$ cat config.mk
export PLATFORM = sky130hd
export DESIGN_NAME = bzcd_detector
export DESIGN_NICKNAME = d
export VERILOG_FILES = /design/src/hw/bzcd_pkg.sv /design/src/hw/bzcd_detector.sv
export SDC_FILE = /design/constraint.sdc
export NUM_CORES = 1
export LEC_CHECK = 0
export BUFFER_PORTS_ARGS = -buffer_cell sky130_fd_sc_hd__buf_2
export CAP_MARGIN = 40
export CORE_MARGIN = 2
export CORE_UTILIZATION = 59
export CTS_CLUSTER_DIAMETER = 120
export DETAILED_ROUTE_END_ITERATION = 12
export PLACE_DENSITY = 0.81
export SLEW_MARGIN = 20
export SYNTH_ARGS = -nofsm -noshare
export SYNTH_HDL_FRONTEND = slang
export SYNTH_SLANG_ARGS = --single-unit
$ cat constraint.sdc
create_clock -name core_clk_i -period 3.1 [get_ports core_clk_i]
set_clock_uncertainty 0.1 [all_clocks]
set_input_delay 0.31 -clock core_clk_i [delete_from_list [all_inputs] [get_ports core_clk_i]]
set_output_delay 0.31 -clock core_clk_i [all_outputs]
set_load 0.005 [all_outputs]
$ cat src/hw/bzcd_pkg.sv
package bzcd_pkg;
  localparam int unsigned CLK_MHZ           = 250;
  localparam int unsigned FILTER_US         = 20;
  localparam int unsigned FILTER_CYCLES     = FILTER_US * CLK_MHZ;
  localparam int unsigned FIXED_SAMPLE_KHZ  = 800;
  localparam int unsigned FIXED_SAMPLE_DIV  = (CLK_MHZ * 1000) / FIXED_SAMPLE_KHZ;
  localparam int unsigned WINDOW_BASE_DIV   = 64;

  localparam logic [3:0] ADDR_CTRL   = 4'h0;
  localparam logic [3:0] ADDR_SEL    = 4'h1;
  localparam logic [3:0] ADDR_DEMAG  = 4'h2;
  localparam logic [3:0] ADDR_STATUS = 4'h3;
  localparam logic [3:0] ADDR_MASK   = 4'h4;
  localparam logic [3:0] ADDR_TIMER  = 4'h5;

  localparam int unsigned CTRL_SENSOR = 0;
  localparam int unsigned CTRL_HDM    = 1;
  localparam int unsigned CTRL_SDM    = 2;
  localparam int unsigned CTRL_CPB    = 3;
  localparam int unsigned CTRL_ZVD    = 4;
  localparam int unsigned CTRL_REO    = 5;
  localparam int unsigned CTRL_CURR   = 6;

  localparam logic [7:0] CTRL_RESET   = 8'h00;
  localparam logic [7:0] SEL_RESET    = 8'h00;
  localparam logic [7:0] DEMAG_RESET  = 8'h00;

  localparam int unsigned ST_DEMAG = 0;
  localparam int unsigned ST_ZERO  = 1;
  localparam int unsigned ST_COMP  = 2;

  typedef struct packed {
    logic [3:0] addr;
    logic [7:0] wdata;
    logic       wr;
    logic       rd;
  } bzcd_bus_s;

  typedef enum logic [1:0] {
    BZCD_WAIT_C,
    BZCD_WAIT_D,
    BZCD_WAIT_Z
  } bzcd_step_e;
endpackage : bzcd_pkg

$ cat src/hw/bzcd_detector.sv
// Overview of operation
// - Phase inputs: comparator or sensor logic
// - Two-bit select steers one phase input
// - Two-bit field picks comparator reference
// - Zero-cross sampling paced by window/PWM
// - Demag comparator sampled at fixed rate
// - Order: commutation, demag, then zero-cross
// - Edge/level bits classify comparator transitions
// - 20us blanking of demag after commutation
// - 20us blanking of zero-cross after demag
// - Hardware demag captures timer into register
// - Timer match gives simulated demag
// - Both enabled: first source wins
// - Demag sets flag, masked interrupt request
// - After C and D, regroup PWM, sample
// - Sense group select qualifies sensorless zero-cross
// - Zero-cross sets flag, masked interrupt request
// - Zero-cross pulses delay manager trigger
// - Mode bit selects sensor or sensorless
// - Sensor mode: fixed rate, no demag
//
// The plain strobed port and the register addresses were left to the implementer.
`timescale 1ns/1ps
module bzcd_detector
  import bzcd_pkg::*;
#(
  parameter int unsigned FILTER_LEN = FILTER_CYCLES
) (
  input  wire logic       core_clk_i,
  input  wire logic       rstn_i,
  input  wire logic [3:0] reg_addr_i,
  input  wire logic [7:0] reg_wdata_i,
  input  wire logic       reg_wr_i,
  input  wire logic       reg_rd_i,
  output logic      [7:0] reg_rdata_o,
  input  wire logic [2:0] cmp_out_i,
  input  wire logic       commutation_i,
  input  wire logic [7:0] motor_timer_i,
  input  wire logic       pwm_sample_i,
  input  wire logic       pwm_odd_active_i,
  input  wire logic       pwm_even_active_i,
  output logic      [1:0] input_select_o,
  output logic      [1:0] reference_level_select_o,
  output logic      [2:0] output_group_config_o,
  output logic            pwm_regroup_o,
  output logic            demag_irq_o,
  output logic            zero_cross_irq_o,
  output logic            delay_trigger_o
);

  bzcd_bus_s  bus;
  bzcd_step_e step;
  logic [7:0] ctrl;
  logic [7:0] sel;
  logic [3:0] sampling_rate_field;
  logic [7:0] demag_time_reg;
  logic [1:0] status;
  logic [1:0] mask;
  logic [2:0] sync1;
  logic [2:0] sync2;
  logic       sel_level;
  logic       sample_prev;
  logic [15:0] fix_cnt;
  logic       fix_tick;
  logic [11:0] win_cnt;
  logic       win_tick;
  logic [$clog2(FILTER_LEN+1)-1:0] blank_cnt;
  logic       expect_d;
  logic       expect_z;
  logic       hw_d;
  logic       sw_d;
  logic       d_evt;
  logic       z_tick;
  logic       z_qual;
  logic       z_evt;
  logic       blank_done;

  assign bus = '{addr: reg_addr_i, wdata: reg_wdata_i, wr: reg_wr_i, rd: reg_rd_i};

  function automatic logic is_wr(input bzcd_bus_s b, input logic [3:0] a);
    is_wr = b.wr && (b.addr == a);
  endfunction : is_wr

  // Last count of the fixed divider; shared by the tick and the wrap
  function automatic logic fix_last(input logic [15:0] cnt);
    fix_last = (cnt == 16'(FIXED_SAMPLE_DIV - 1));
  endfunction : fix_last

  // Window period follows the sampling field; a lowered field wraps at once
  function automatic logic win_last(input logic [11:0] cnt, input logic [3:0] rate);
    win_last = (cnt >= 12'(WINDOW_BASE_DIV * (32'(rate) + 1)) - 12'h001);
  endfunction : win_last

  // Control register
  always_ff @(posedge core_clk_i or negedge rstn_i) begin
    if (!rstn_i) begin
      ctrl <= CTRL_RESET;
    end else if (is_wr(bus, ADDR_CTRL)) begin
      ctrl <= bus.wdata;
    end
  end

  // Phase, reference and output group selection
  always_ff @(posedge core_clk_i or negedge rstn_i) begin
    if (!rstn_i) begin
      sel <= SEL_RESET;
    end else if (is_wr(bus, ADDR_SEL)) begin
      sel <= bus.wdata;
    end
  end

  // Interrupt masks share their register with the sampling rate
  always_ff @(posedge core_clk_i or negedge rstn_i) begin
    if (!rstn_i) begin
      mask                <= 2'h0;
      sampling_rate_field <= 4'h0;
    end else if (is_wr(bus, ADDR_MASK)) begin
      mask                <= bus.wdata[1:0];
      sampling_rate_field <= bus.wdata[7:4];
    end
  end

  // Field outputs: select[1:0], reference[3:2], group config[6:4]
  always_ff @(posedge core_clk_i or negedge rstn_i) begin
    if (!rstn_i) begin
      input_select_o <= 2'h0;
    end else begin
      input_select_o <= sel[1:0];
    end
  end

  always_ff @(posedge core_clk_i or negedge rstn_i) begin
    if (!rstn_i) begin
      reference_level_select_o <= 2'h0;
    end else begin
      reference_level_select_o <= sel[3:2];
    end
  end

  always_ff @(posedge core_clk_i or negedge rstn_i) begin
    if (!rstn_i) begin
      output_group_config_o <= 3'h0;
    end else begin
      output_group_config_o <= sel[6:4];
    end
  end

  // Comparator (sensorless) or sensor logic arrives as a digital level
  always_ff @(posedge core_clk_i or negedge rstn_i) begin
    if (!rstn_i) begin
      sync1 <= 3'h0;
      sync2 <= 3'h0;
    end else begin
      sync1 <= cmp_out_i;
      sync2 <= sync1;
    end
  end

  always_comb begin
    unique case (sel[1:0])
      2'h0:    sel_level = sync2[0];
      2'h1:    sel_level = sync2[1];
      2'h2:    sel_level = sync2[2];
      default: sel_level = 1'b0;
    endcase
  end

  // Fixed 800 kHz tick
  always_ff @(posedge core_clk_i or negedge rstn_i) begin
    if (!rstn_i) begin
      fix_cnt  <= 16'h0000;
      fix_tick <= 1'b0;
    end else begin
      fix_tick <= fix_last(fix_cnt);
      fix_cnt  <= fix_last(fix_cnt) ? 16'h0000 : fix_cnt + 16'h0001;
    end
  end

  // Window generator for current mode; period grows with sampling field
  always_ff @(posedge core_clk_i or negedge rstn_i) begin
    if (!rstn_i) begin
      win_cnt  <= 12'h000;
      win_tick <= 1'b0;
    end else begin
      win_tick <= win_last(win_cnt, sampling_rate_field);
      if (win_last(win_cnt, sampling_rate_field)) begin
        win_cnt <= 12'h000;
      end else begin
        win_cnt <= win_cnt + 12'h001;
      end
    end
  end

  always_comb begin
    if (ctrl[CTRL_SENSOR]) begin
      z_tick = fix_tick;
    end else if (ctrl[CTRL_CURR]) begin
      z_tick = win_tick;
    end else begin
      z_tick = pwm_sample_i;
    end
  end

  // Expected levels: D edge goes toward the rail opposite of the Z result
  assign expect_z = ctrl[CTRL_CPB] ^ ctrl[CTRL_ZVD];
  assign expect_d = ~expect_z;

  assign hw_d = ctrl[CTRL_HDM] && fix_tick && (sel_level == expect_d)
                && (sample_prev != sel_level);
  assign sw_d = ctrl[CTRL_SDM] && (motor_timer_i == demag_time_reg);
  assign blank_done = (blank_cnt == '0);
  assign d_evt = !ctrl[CTRL_SENSOR] && (step == BZCD_WAIT_D) && blank_done
                 && (hw_d || sw_d);

  // Group qualification; sensor mode reads in any window
  assign z_qual = ctrl[CTRL_SENSOR] || (ctrl[CTRL_REO] ? pwm_odd_active_i
                                                      : pwm_even_active_i);
  assign z_evt = (step == BZCD_WAIT_Z) && blank_done && z_tick && z_qual
                 && (sel_level == expect_z) && (sample_prev != sel_level);

  always_ff @(posedge core_clk_i or negedge rstn_i) begin
    if (!rstn_i) begin
      sample_prev <= 1'b0;
    end else if ((z_tick && step == BZCD_WAIT_Z) || (fix_tick && step != BZCD_WAIT_Z)) begin
      sample_prev <= sel_level;
    end
  end

  // Step sequencer with blanking counter
  always_ff @(posedge core_clk_i or negedge rstn_i) begin
    if (!rstn_i) begin
      step      <= BZCD_WAIT_C;
      blank_cnt <= '0;
    end else begin
      if (blank_cnt != '0) begin
        blank_cnt <= blank_cnt - 1'b1;
      end
      if (commutation_i) begin
        step      <= ctrl[CTRL_SENSOR] ? BZCD_WAIT_Z : BZCD_WAIT_D;
        blank_cnt <= ($bits(blank_cnt))'(FILTER_LEN);
      end else begin
        unique case (step)
          BZCD_WAIT_C: step <= BZCD_WAIT_C;
          BZCD_WAIT_D: begin
            if (d_evt) begin
              step      <= BZCD_WAIT_Z;
              blank_cnt <= ($bits(blank_cnt))'(FILTER_LEN);
            end
          end
          BZCD_WAIT_Z: begin
            if (z_evt) begin
              step <= BZCD_WAIT_C;
            end
          end
        endcase
      end
    end
  end

  // Demag time register: capture on hardware edge, software write otherwise
  always_ff @(posedge core_clk_i or negedge rstn_i) begin
    if (!rstn_i) begin
      demag_time_reg <= DEMAG_RESET;
    end else if (d_evt && hw_d) begin
      demag_time_reg <= motor_timer_i;
    end else if (is_wr(bus, ADDR_DEMAG)) begin
      demag_time_reg <= bus.wdata;
    end
  end

  // Sticky flags; write one to clear, new event wins over clear
  always_ff @(posedge core_clk_i or negedge rstn_i) begin
    if (!rstn_i) begin
      status <= 2'h0;
    end else begin
      status[ST_DEMAG] <= d_evt || (status[ST_DEMAG]
                          && !(is_wr(bus, ADDR_STATUS) && bus.wdata[ST_DEMAG]));
      status[ST_ZERO]  <= z_evt || (status[ST_ZERO]
                          && !(is_wr(bus, ADDR_STATUS) && bus.wdata[ST_ZERO]));
    end
  end

  // Event term included so the request rises with the flag, not after it
  always_ff @(posedge core_clk_i or negedge rstn_i) begin
    if (!rstn_i) begin
      demag_irq_o <= 1'b0;
    end else begin
      demag_irq_o <= (status[ST_DEMAG] || d_evt) && mask[ST_DEMAG];
    end
  end

  always_ff @(posedge core_clk_i or negedge rstn_i) begin
    if (!rstn_i) begin
      zero_cross_irq_o <= 1'b0;
    end else begin
      zero_cross_irq_o <= (status[ST_ZERO] || z_evt) && mask[ST_ZERO];
    end
  end

  always_ff @(posedge core_clk_i or negedge rstn_i) begin
    if (!rstn_i) begin
      delay_trigger_o <= 1'b0;
    end else begin
      delay_trigger_o <= z_evt;
    end
  end

  always_ff @(posedge core_clk_i or negedge rstn_i) begin
    if (!rstn_i) begin
      pwm_regroup_o <= 1'b0;
    end else begin
      pwm_regroup_o <= (step == BZCD_WAIT_Z);
    end
  end

  always_ff @(posedge core_clk_i or negedge rstn_i) begin
    if (!rstn_i) begin
      reg_rdata_o <= 8'h00;
    end else if (bus.rd) begin
      unique case (bus.addr)
        ADDR_CTRL:   reg_rdata_o <= ctrl;
        ADDR_SEL:    reg_rdata_o <= sel;
        ADDR_DEMAG:  reg_rdata_o <= demag_time_reg;
        // Live level kept clear of the flag bits so a read never fakes a flag
        ADDR_STATUS: reg_rdata_o <= {3'h0, sel_level, step, status};
        ADDR_MASK:   reg_rdata_o <= {sampling_rate_field, 2'h0, mask};
        ADDR_TIMER:  reg_rdata_o <= motor_timer_i;
        default:     reg_rdata_o <= 8'h00;
      endcase
    end else begin
      reg_rdata_o <= 8'h00;
    end
  end

endmodule : bzcd_detector

==> impl_metrics.py, run 1 <==
metrics = {
    "synth": {
        "async_reset_ff_frac": 1.00,
        "synth_top_area_frac": 0.531,
        "ys_seq_area_frac": 0.531,
        "yosysWarnings": 0,
        "synth_xor_area_frac": 0.0812,
        "yosysMostFrequentCell": "dfrtp_1",
        "synth_cell_type_count": 55,
        "synth_area_sq_um": 4850,
        "synth_edf_count": 0,
        "synth-simple-area-share": 0.161,
        "ys.flop_type": "dfrtp_1",
        "yosysTopAreaCell": "dfrtp_1",
        "syn_inst": 417,
        "synth.top_cells.by_area": "dfrtp_1 53%, mux2_2 7.4%, xor2_1 4.7%",
        "synth_top_cells_by_count": "103 x dfrtp_1, 35 x nor2_1, 32 x mux2_2",
        "synth_adder_area_share": 0.0284,
        "synth_compound_area_frac": 0.0789,
        "synth_area_per_cell_sq_um": 11.6,
        "synth_top_family_by_area": "simple AND/OR/NAND/NOR gates",
        "synthMuxAreaShare": 0.101,
        "synth_seq_cells": 103,
        "synth_nets": 459,
    },
    "setup_path": {
        "cpMaxStageDelayCell": "dfrtp_1",
        "crit_type": "reg2reg",
        "reg2reg_slack_ns": 0.23,
        "cp_max_fo": 13,
        "critPathCaptureType": "register",
        "r2r-end": "win_cnt[10]",
        "cp_data_arrival_time_ns": 3.06,
        "slowest_delay_ns": 0.47,
        "path_cells": "ha_1, nand2b_1, xnor2_1, a21oi_1, nor2_1, xnor2_1, ha_1, and3_1, a221oi_1, o21ai_0, buf_4, nor2_1",
        "ff2ff_path_depth": 12,
        "rr_startpoint": "sampling_rate_field[0]",
        "required_ns": 3.29,
        "critPathTopFamily": "adder cells",
        "path_buf_inv": 1,
        "startpoint_type": "register",
    },
    "route": {
        "remaining_drc_errors": 0,
        "drt_iter0_drc": 200,
        "postRouteAntennaNets": 0,
        "viasPerCell": 5.91,
        "via_count": 3477,
        "post_drt_wl_per_cell_um": 17.5,
        "dr.pass1.iters": 5,
        "finalWirelength_mm": 10.3,
    },
    "job": {
        "maxCapViolations": 0,
    },
    "cts": {
        "cts_resized": 0,
        "path_clk_slew_ns": 0.11,
        "cts_setup_buffers": 0,
        "numCtsBuffers": 9,
        "clock-root-buffer": "clkbuf_8",
        "insertion_delay_ns": 0.37,
        "cts_tree": "done",
        "cts_buffer_depth": 2,
        "h-tree-depth": 3,
        "hold_buffers": 4,
        "clock_sinks": 103,
    },
    "finish": {
        "fin_cells": 588,
        "drive_gt1_frac": 0.238,
        "largest_reg_flops": 16,
        "antenna_cells": 0,
        "multi_input_area_sq_um": 2190,
        "regArea_sq_um": 2580,
        "area_delta_synth_final_pct": 13.8,
        "nNetsFinal": 520,
        "largestRegisters": "fix_cnt x16, blank_cnt x13, win_cnt x12",
        "nFillCells": 620,
        "regMostFlops": "fix_cnt",
    },
    "worst_hold_path": {
        "hold_start": "reg_wdata_i[3]",
        "hold_depth": 2,
        "min_to": "sel[3]",
        "min_path_type": "in2reg",
    },
    "placed_design": {
        "dp_cells": 568,
        "hpwl_mm": 7.30,
        "place_congestion": 0.844,
        "port_buffers": 49,
    },
    "sta": {
        "finalSetupViolCount": 0,
        "rsz0062_at_grt": "no",
        "max_slew_margin": 0.516,
        "fin_setup_tns_ns": 0,
        "tightest_slew_ns": 0.723,
        "fmax_ghz": 0.348,
        "slew_viol_final": 0,
        "fin_crit_sh": 0.926,
        "finalCriticalPeriod_ns": 2.87,
        "final_hold_viol_count": 0,
        "timing.hold.ws_ns": 0.0951,
    },
    "floorplan": {
        "rows": 33,
        "fp.dieH_um": 94.7,
        "die_w_um": 94.7,
        "io_pins": 50,
        "coreArea_sq_um": 8090,
        "start_util": 0.600,
        "die_area_sq_um": 8970,
    },
    "pwr": {
        "p_leak_nw": 2.50,
        "ir_worst_vdd_mv": 0.285,
        "power.density_nw_per_um2": 554,
    },
    "global_route": {
        "grt_start_max_net_pins": 54,
        "grt_pass1_vias": 3408,
        "grt_first_pass_wirelength_mm": 16.8,
        "grt_overflow": 0,
        "antenna_found_initial": 0,
        "track_usage": 0.244,
    },
    "run_status": {
        "status": "finished clean",
    },
}
-- power by group --
group | leakage, nW | internal (W) | switching [W]
sequential | 1.29 | 0.00149 | 0.000145
clock | 0.104 | 0.000461 | 0.000460
combinational | 1.10 | 0.000252 | 0.000249
-- layer usage --
metal  vias up  GRT usage  wire (um)
met4         0     0.0930        210
met2       123      0.399       5090
met5         -          0          0
li1       1613          -          -
met1      1720      0.331       4400
met3        21     0.0391        602
-- stage by stage --
step	total power (W)	util	area [sq um]	worst slack (ns)
after floorplan	0.00195	-	4850	0.446
after CTS	0.00307	0.682	5520	0.266
after global placement	0.00211	0.647	5230	0.459
after detailed placement	0.00215	0.650	5260	0.302
final	0.00306	0.682	5520	0.230
after global routing	0.00321	0.682	5520	0.0509
-- area by class of cell --
| class | count | area share |
|---|---|---|
| Clock buffer | 10 | 0.0231 |
| Clock inverter | 6 | 0.0168 |
| Inverter | 10 | 0.00680 |
| Multi-Input combinational cell | 293 | 0.396 |
| Sequential cell | 103 | 0.467 |
| Tap cell | 105 | 0.0238 |
| Timing Repair Buffer | 61 | 0.0666 |
-- kinds of logic (layout without fill, tap and decap cells) --
| group | count (synthesis) | after routing |
|---|---|---|
| simple gates | 139 | 139 |
| flops | 103 | 103 |
| compound gates | 54 | 54 |
| xor+xnor | 45 | 45 |
| mux | 44 | 44 |
| buf+inv | 21 | 87 |
| fa+ha+maj | 11 | 11 |
-- how the worst max path moves through the flow --
| stage | start | end | slack, ns | cells after the start |
|---|---|---|---|---|
| after global routing | sampling_rate_field[0] | win_cnt[2] | 0.05 | 12 |
| after floorplan | sampling_rate_field[0] | win_cnt[9] | 0.45 | 12 |
| after CTS | sampling_rate_field[0] | win_cnt[10] | 0.27 | 12 |
| after global placement | sampling_rate_field[0] | win_cnt[7] | 0.46 | 12 |
| after detailed placement | sampling_rate_field[0] | win_cnt[10] | 0.30 | 12 |
| final | sampling_rate_field[0] | win_cnt[10] | 0.23 | 12 |
-- worst reg2reg max path, stage by stage, from the launching register on --
cell	delay, ns
dfrtp_1	0.47
ha_1	0.38
nand2b_1	0.18
xnor2_1	0.13
a21oi_1	0.17
nor2_1	0.07
xnor2_1	0.13
ha_1	0.29
and3_1	0.15
a221oi_1	0.30
o21ai_0	0.13
buf_4	0.19
nor2_1	0.13
-- placed cells by master (no fill, tap or decap), types with 5 or more instances in the layout --
cell type / n
and3_1: 7
nand2_1: 24
nor2_1: 35
a31oi_1: 7
ha_1: 11
xnor2_1: 19
nand3_1: 19
a22oi_1: 14
buf_2: 48
a21oi_1: 6
mux2_2: 32
nand2b_1: 9
inv_1: 10
nor3_1: 6
dfrtp_1: 103
o21ai_0: 6
mux2_1: 8
nand4_1: 5
xor2_1: 26
clkbuf_8: 9
buf_4: 8
No activity file was read; power rests on OpenSTA's default activity.
==> run 2: changes to the inputs <==
Settings changed: ABC_AREA set to 1, CORE_ASPECT_RATIO set to 0.7.
==> impl_metrics.py, run 2 <==
metrics = {
    "run_status": {
        "status": "finished clean",
    },
    "setup_path": {
        "cp_data_arrival_time_ns": 2.86,
        "startpoint_type": "register",
        "cp_max_fo": 8,
        "required_ns": 3.27,
        "path_cells": "ha_1, nand2_1, inv_1, nor2_1, nor3_1, o211ai_1, ha_1, nand2_1, nor2_1, o21ai_0, o2111ai_1, buf_4, nor3b_1",
        "crit_type": "reg2reg",
        "critPathCaptureType": "register",
        "slowest_delay_ns": 0.43,
        "path_buf_inv": 2,
        "cpMaxStageDelayCell": "dfrtp_1",
        "critPathTopFamily": "simple AND/OR/NAND/NOR gates",
    },
    "pwr": {
        "p_int_w": 0.00234,
        "p_leak_nw": 3.05,
        "power.density_nw_per_um2": 568,
        "combPwrFrac": 0.171,
        "ir_worst_vdd_mv": 0.396,
        "switching_share": 0.301,
        "seq_power_share": 0.480,
        "p_clk_frac": 0.349,
        "power.switching_w": 0.00101,
    },
    "synth": {
        "synth_cell_type_count": 37,
        "async_reset_ff_frac": 1.00,
        "ys.flop_type": "dfrtp_1",
        "yosysWarnings": 0,
        "synth_area_per_cell_sq_um": 8.44,
        "synth_seq_cells": 103,
        "syn_inst": 610,
        "yosysTopAreaCell": "dfrtp_1",
        "synth_top_area_frac": 0.501,
        "yosysMostFrequentCell": "nand2_1",
        "synth_area_sq_um": 5150,
        "synth_top_cells_by_count": "118 x nand2_1, 103 x dfrtp_1, 84 x inv_1",
        "synth_nets": 652,
        "ys_seq_area_frac": 0.501,
        "synth.top_cells.by_area": "dfrtp_1 50%, nand2_1 8.6%, inv_1 6.1%",
        "synth_edf_count": 0,
    },
    "finish": {
        "largest_reg_flops": 16,
        "area_delta_synth_final_pct": 14.7,
        "design_area_sq_um": 5900,
        "fin_cells": 795,
        "largestRegisters": "fix_cnt x16, blank_cnt x13, win_cnt x12",
        "layout_commonest_cell": "nand2_1",
        "antenna_cells": 0,
        "layout_common_cells": "118 x nand2_1, 103 x dfrtp_1, 84 x inv_1",
        "nFillCells": 668,
        "nNetsFinal": 712,
        "drive_gt1_frac": 0.139,
        "regMostFlops": "fix_cnt",
    },
    "floorplan": {
        "die_area_sq_um": 9500,
        "fp.dieH_um": 82.2,
        "io_pins": 50,
        "rows": 28,
        "start_util": 0.607,
        "coreArea_sq_um": 8480,
        "die_w_um": 116,
    },
    "route": {
        "dr_wl_met3_mm": 1.10,
        "wl_met1_mm": 5.62,
        "finalWirelength_mm": 12.4,
        "postRouteAntennaNets": 0,
        "dr.pass1.iters": 5,
        "remaining_drc_errors": 0,
        "highest_layer": "met4",
        "post_drt_wl_per_cell_um": 15.6,
        "via_count": 4444,
        "viasPerCell": 5.59,
        "drt_iter0_drc": 518,
        "wl_met2_mm": 5.51,
    },
    "placed_design": {
        "dp_cells": 775,
        "place_congestion": 1.00,
        "dp_slack_ns": 0.465,
        "port_buffers": 49,
        "hpwl_mm": 9.06,
        "dpl_cell_area_sq_um": 5560,
    },
    "cts": {
        "clock-root-buffer": "clkbuf_16",
        "cts_tree": "done",
        "clock_sinks": 103,
        "cts_buffer_depth": 2,
        "path_clk_slew_ns": 0.07,
        "cts_setup_buffers": 0,
        "h-tree-depth": 3,
        "insertion_delay_ns": 0.35,
        "numCtsBuffers": 9,
    },
    "global_route": {
        "grt_pass1_vias": 4224,
        "track_usage": 0.284,
        "grt_first_pass_wirelength_mm": 20.6,
        "grt_overflow": 0,
        "grt_start_max_net_pins": 47,
        "antenna_found_initial": 0,
    },
    "sta": {
        "tightest_slew_ns": 0.528,
        "fin_setup_tns_ns": 0,
        "finalCriticalPeriod_ns": 2.69,
        "final_hold_viol_count": 0,
        "slew_viol_final": 0,
        "rsz0062_at_grt": "no",
        "setup_slack_ns": 0.412,
        "fin_crit_sh": 0.867,
        "fmax_ghz": 0.372,
        "max_slew_margin": 0.647,
        "finalSetupViolCount": 0,
    },
    "job": {
        "maxCapViolations": 0,
    },
    "worst_hold_path": {
        "min_path_type": "in2reg",
    },
}
run 2: changes by cell type after synthesis, moves of 14 or more:
cell     delta
nand2_1    +94
inv_1      +74
nand3_1    +41
mux2_2     -32
o21ai_0    +31
nor2_1     +22
a22oi_1    -14
run 2: final timing paths:
check / depth (start not counted) / end / slack [ns] / startpoint
min: 3 / demag_time_reg[0] / 0.13 / reg_wdata_i[0]
min in group asynchronous: 2 / blank_cnt[5] / 0.30 / rstn_i
max in group asynchronous: 4 / fix_cnt[4] / 1.83 / rstn_i
max: 13 / win_cnt[4] / 0.41 / sampling_rate_field[1]
min reg2reg: 0 / sync2[2] / 0.25 / sync1[2]
max reg2reg: 13 / win_cnt[4] / 0.41 / sampling_rate_field[1]
run 2: logic make-up after synthesis:
| group | count (synthesis) | synth area share |
|---|---|---|
| XOR/XNOR | 24 | 0.0408 |
| adder cells (fa/ha/maj) | 11 | 0.0267 |
| AO/OA/AOI/OAI | 79 | 0.0846 |
| flip-flops | 103 | 0.501 |
| buffers and inverters | 95 | 0.0729 |
| AND/OR/NAND/NOR | 298 | 0.274 |
run 2: layout make-up:
| cell class | count | area [sq um] | share of cell area |
|---|---|---|---|
| Clock inverter | 5 | 61.3 | 0.0104 |
| Sequential cell | 103 | 2580 | 0.437 |
| Tap cell | 120 | 150 | 0.0254 |
| Timing Repair Buffer | 56 | 343 | 0.0581 |
| Clock buffer | 11 | 243 | 0.0411 |
| Multi-Input combinational cell | 412 | 2200 | 0.372 |
| Inverter | 88 | 333 | 0.0564 |
run 2: power groups by stage:
stage,logic [W],clock network (W),registers (W)
final,0.000575,0.00117,0.00161
after CTS,0.000569,0.00118,0.00160
after floorplan,0.000361,0,0.00160
after global routing,0.000647,0.00123,0.00163
after detailed placement,0.000559,0,0.00163
after global placement,0.000526,0,0.00162
run 2: tightest hold or removal path, delay by kind of cell:
family	cells	cell delay (ns)
simple gates	2	0.15
buf+inv	1	0.08
run 2: repair_timing:
item	CTS	global route
gates resized for setup	0	0
endpoints found under the hold margin	26	0
hold buffers	4	0
run 2: per-layer routing:
layer | vias to the layer above | GRT usage
met2 | 200 | 0.437
li1 | 2120 | -
met3 | 19 | 0.0861
met4 | 0 | 0.0774
met1 | 2105 | 0.397
met5 | - | 0
run 2: metrics by stage:
step	power [W]	utilization	hold slack, ns
after CTS	0.00335	0.696	0.120
after global routing	0.00350	0.696	0.159
after floorplan	0.00196	-	-0.0856
final	0.00335	0.696	0.126
after detailed placement	0.00218	0.656	0.134
after global placement	0.00215	0.652	0.233
==> run 3: changes to the inputs <==
Settings changed: GPL_TIMING_DRIVEN set to 0.
==> impl_metrics.py, run 3 (synthesis results as in run 2) <==
metrics = {
    "cts": {
        "insertion_delay_ns": 0.35,
        "path_clk_slew_ns": 0.07,
        "clock_sinks": 103,
        "cts_resized": 0,
        "cts_buffer_depth": 2,
        "clock-root-buffer": "clkbuf_16",
        "numCtsBuffers": 9,
        "cts_setup_buffers": 0,
        "h-tree-depth": 3,
        "cts_tree": "done",
    },
    "setup_path": {
        "startpoint_type": "register",
        "critPathCaptureType": "register",
        "crit_start": "sampling_rate_field[1]",
        "ff2ff_path_depth": 13,
        "cp_data_arrival_time_ns": 2.92,
        "rr_startpoint": "sampling_rate_field[1]",
        "required_ns": 3.22,
        "crit_type": "reg2reg",
        "reg2reg_slack_ns": 0.30,
        "r2r-end": "win_cnt[8]",
        "cp_max_fo": 10,
    },
    "floorplan": {
        "rows": 28,
        "start_util": 0.607,
        "io_pins": 50,
        "die_w_um": 116,
        "die_area_sq_um": 9500,
        "fp.dieH_um": 82.2,
        "coreArea_sq_um": 8480,
    },
    "sta": {
        "slew_viol_final": 0,
        "finalSetupViolCount": 0,
        "rsz0062_at_grt": "no",
        "finalCriticalPeriod_ns": 2.80,
        "fmax_ghz": 0.358,
        "fin_setup_tns_ns": 0,
        "final_hold_viol_count": 0,
        "setup_slack_ns": 0.303,
        "tightest_slew_ns": 0.440,
        "max_slew_margin": 0.704,
        "fin_crit_sh": 0.902,
    },
    "pwr": {
        "ir_worst_vdd_mv": 0.355,
        "power.density_nw_per_um2": 558,
        "p_leak_nw": 3.04,
    },
    "route": {
        "remaining_drc_errors": 0,
        "drt_iter0_drc": 334,
        "post_drt_wl_per_cell_um": 15.0,
        "viasPerCell": 5.50,
        "wl_met2_mm": 5.29,
        "via_count": 4397,
        "dr_wl_met3_mm": 1.00,
        "wl_met1_mm": 5.57,
        "dr.pass1.iters": 5,
        "postRouteAntennaNets": 0,
        "finalWirelength_mm": 12.0,
        "highest_layer": "met4",
    },
    "finish": {
        "area_delta_synth_final_pct": 14.8,
        "layout_common_cells": "118 x nand2_1, 103 x dfrtp_1, 84 x inv_1",
        "regMostFlops": "fix_cnt",
        "largest_reg_flops": 16,
        "fin_cells": 799,
        "antenna_cells": 0,
        "drive_gt1_frac": 0.140,
        "nNetsFinal": 716,
        "largestRegisters": "fix_cnt x16, blank_cnt x13, win_cnt x12",
        "design_area_sq_um": 5910,
        "layout_commonest_cell": "nand2_1",
    },
    "global_route": {
        "grt_first_pass_wirelength_mm": 19.9,
        "grt_pass1_vias": 4145,
        "grt_start_max_net_pins": 83,
        "grt_overflow": 0,
        "track_usage": 0.274,
        "antenna_found_initial": 0,
    },
    "placed_design": {
        "dpl_cell_area_sq_um": 5570,
        "dp_cells": 779,
        "hpwl_mm": 8.83,
        "dp_slack_ns": 0.284,
        "place_congestion": 0.942,
        "port_buffers": 48,
    },
    "worst_hold_path": {
        "min_path_type": "in2reg",
        "hold_depth": 3,
        "hold_start": "reg_wdata_i[7]",
        "min_to": "demag_time_reg[7]",
    },
    "job": {
        "maxCapViolations": 0,
    },
    "run_status": {
        "status": "finished clean",
    },
}
## run 3: changes by cell type in the layout (fill, tap and decap cells not counted)
cell / change
inv_8: +1
buf_4: -2
buf_12: -1
clkinv_2: -1
bufinv_16: -1
buf_6: +3
clkinvlp_4: +1
clkinv_8: +1
clkbuf_1: +3
## run 3: layout make-up
| cell class | instances | area, sq um |
|---|---|---|
| Clock inverter | 6 | 61.3 |
| Fill cell | 697 | 2560 |
| Inverter | 88 | 333 |
| Tap cell | 120 | 150 |
| Multi-Input combinational cell | 412 | 2200 |
| Sequential cell | 103 | 2580 |
| Timing Repair Buffer | 53 | 314 |
| Buffer | 7 | 42.5 |
| Clock buffer | 10 | 239 |
## run 3: worst max-delay path: stages, from the launching register on
cell       delay (ns)
dfrtp_1          0.44
ha_1             0.20
nand2_1          0.07
inv_1            0.08
nor2_1           0.04
nor3_1           0.25
o211ai_1         0.15
ha_1             0.32
nand2_1          0.08
nor2_1           0.15
o21ai_0          0.10
o2111ai_1        0.19
clkbuf_1         0.40
nor3_1           0.09
## run 3: where the power goes
group	total, W	switching, W	internal, W
Clock	0.00113	0.000538	0.000588
Combinational	0.000566	0.000366	0.000200
Sequential	0.00161	0.000125	0.00149
Total	0.00330	0.00103	0.00227
## run 3: per-layer routing
metal | vias up | track usage
li1 | 2123 | -
met1 | 2080 | 0.388
met2 | 176 | 0.424
met3 | 18 | 0.0832
met4 | 0 | 0.0583
met5 | - | 0
## run 3: worst max path at each step
stage             endpoint  depth (start not counted)
2_1_floorplan  win_cnt[10]                         10
3_3_place_gp    win_cnt[6]                         10
3_5_place_dp    win_cnt[6]                         10
4_1_cts         win_cnt[6]                         10
5_1_grt         win_cnt[8]                         13
6_report        win_cnt[8]                         13
## run 3: timing repair
item                                   CTS  global route
setup endpoints to repair                0             0
endpoints found under the hold margin   24             0
hold buffers                             4             0
## run 3: through the flow
step	utilization	hold WS [ns]	total power, W
after floorplan	-	-0.0856	0.00196
after global placement	0.653	0.235	0.00215
after detailed placement	0.657	0.0732	0.00218
after CTS	0.697	0.133	0.00332
after global routing	0.697	0.141	0.00346
final	0.697	0.130	0.00330
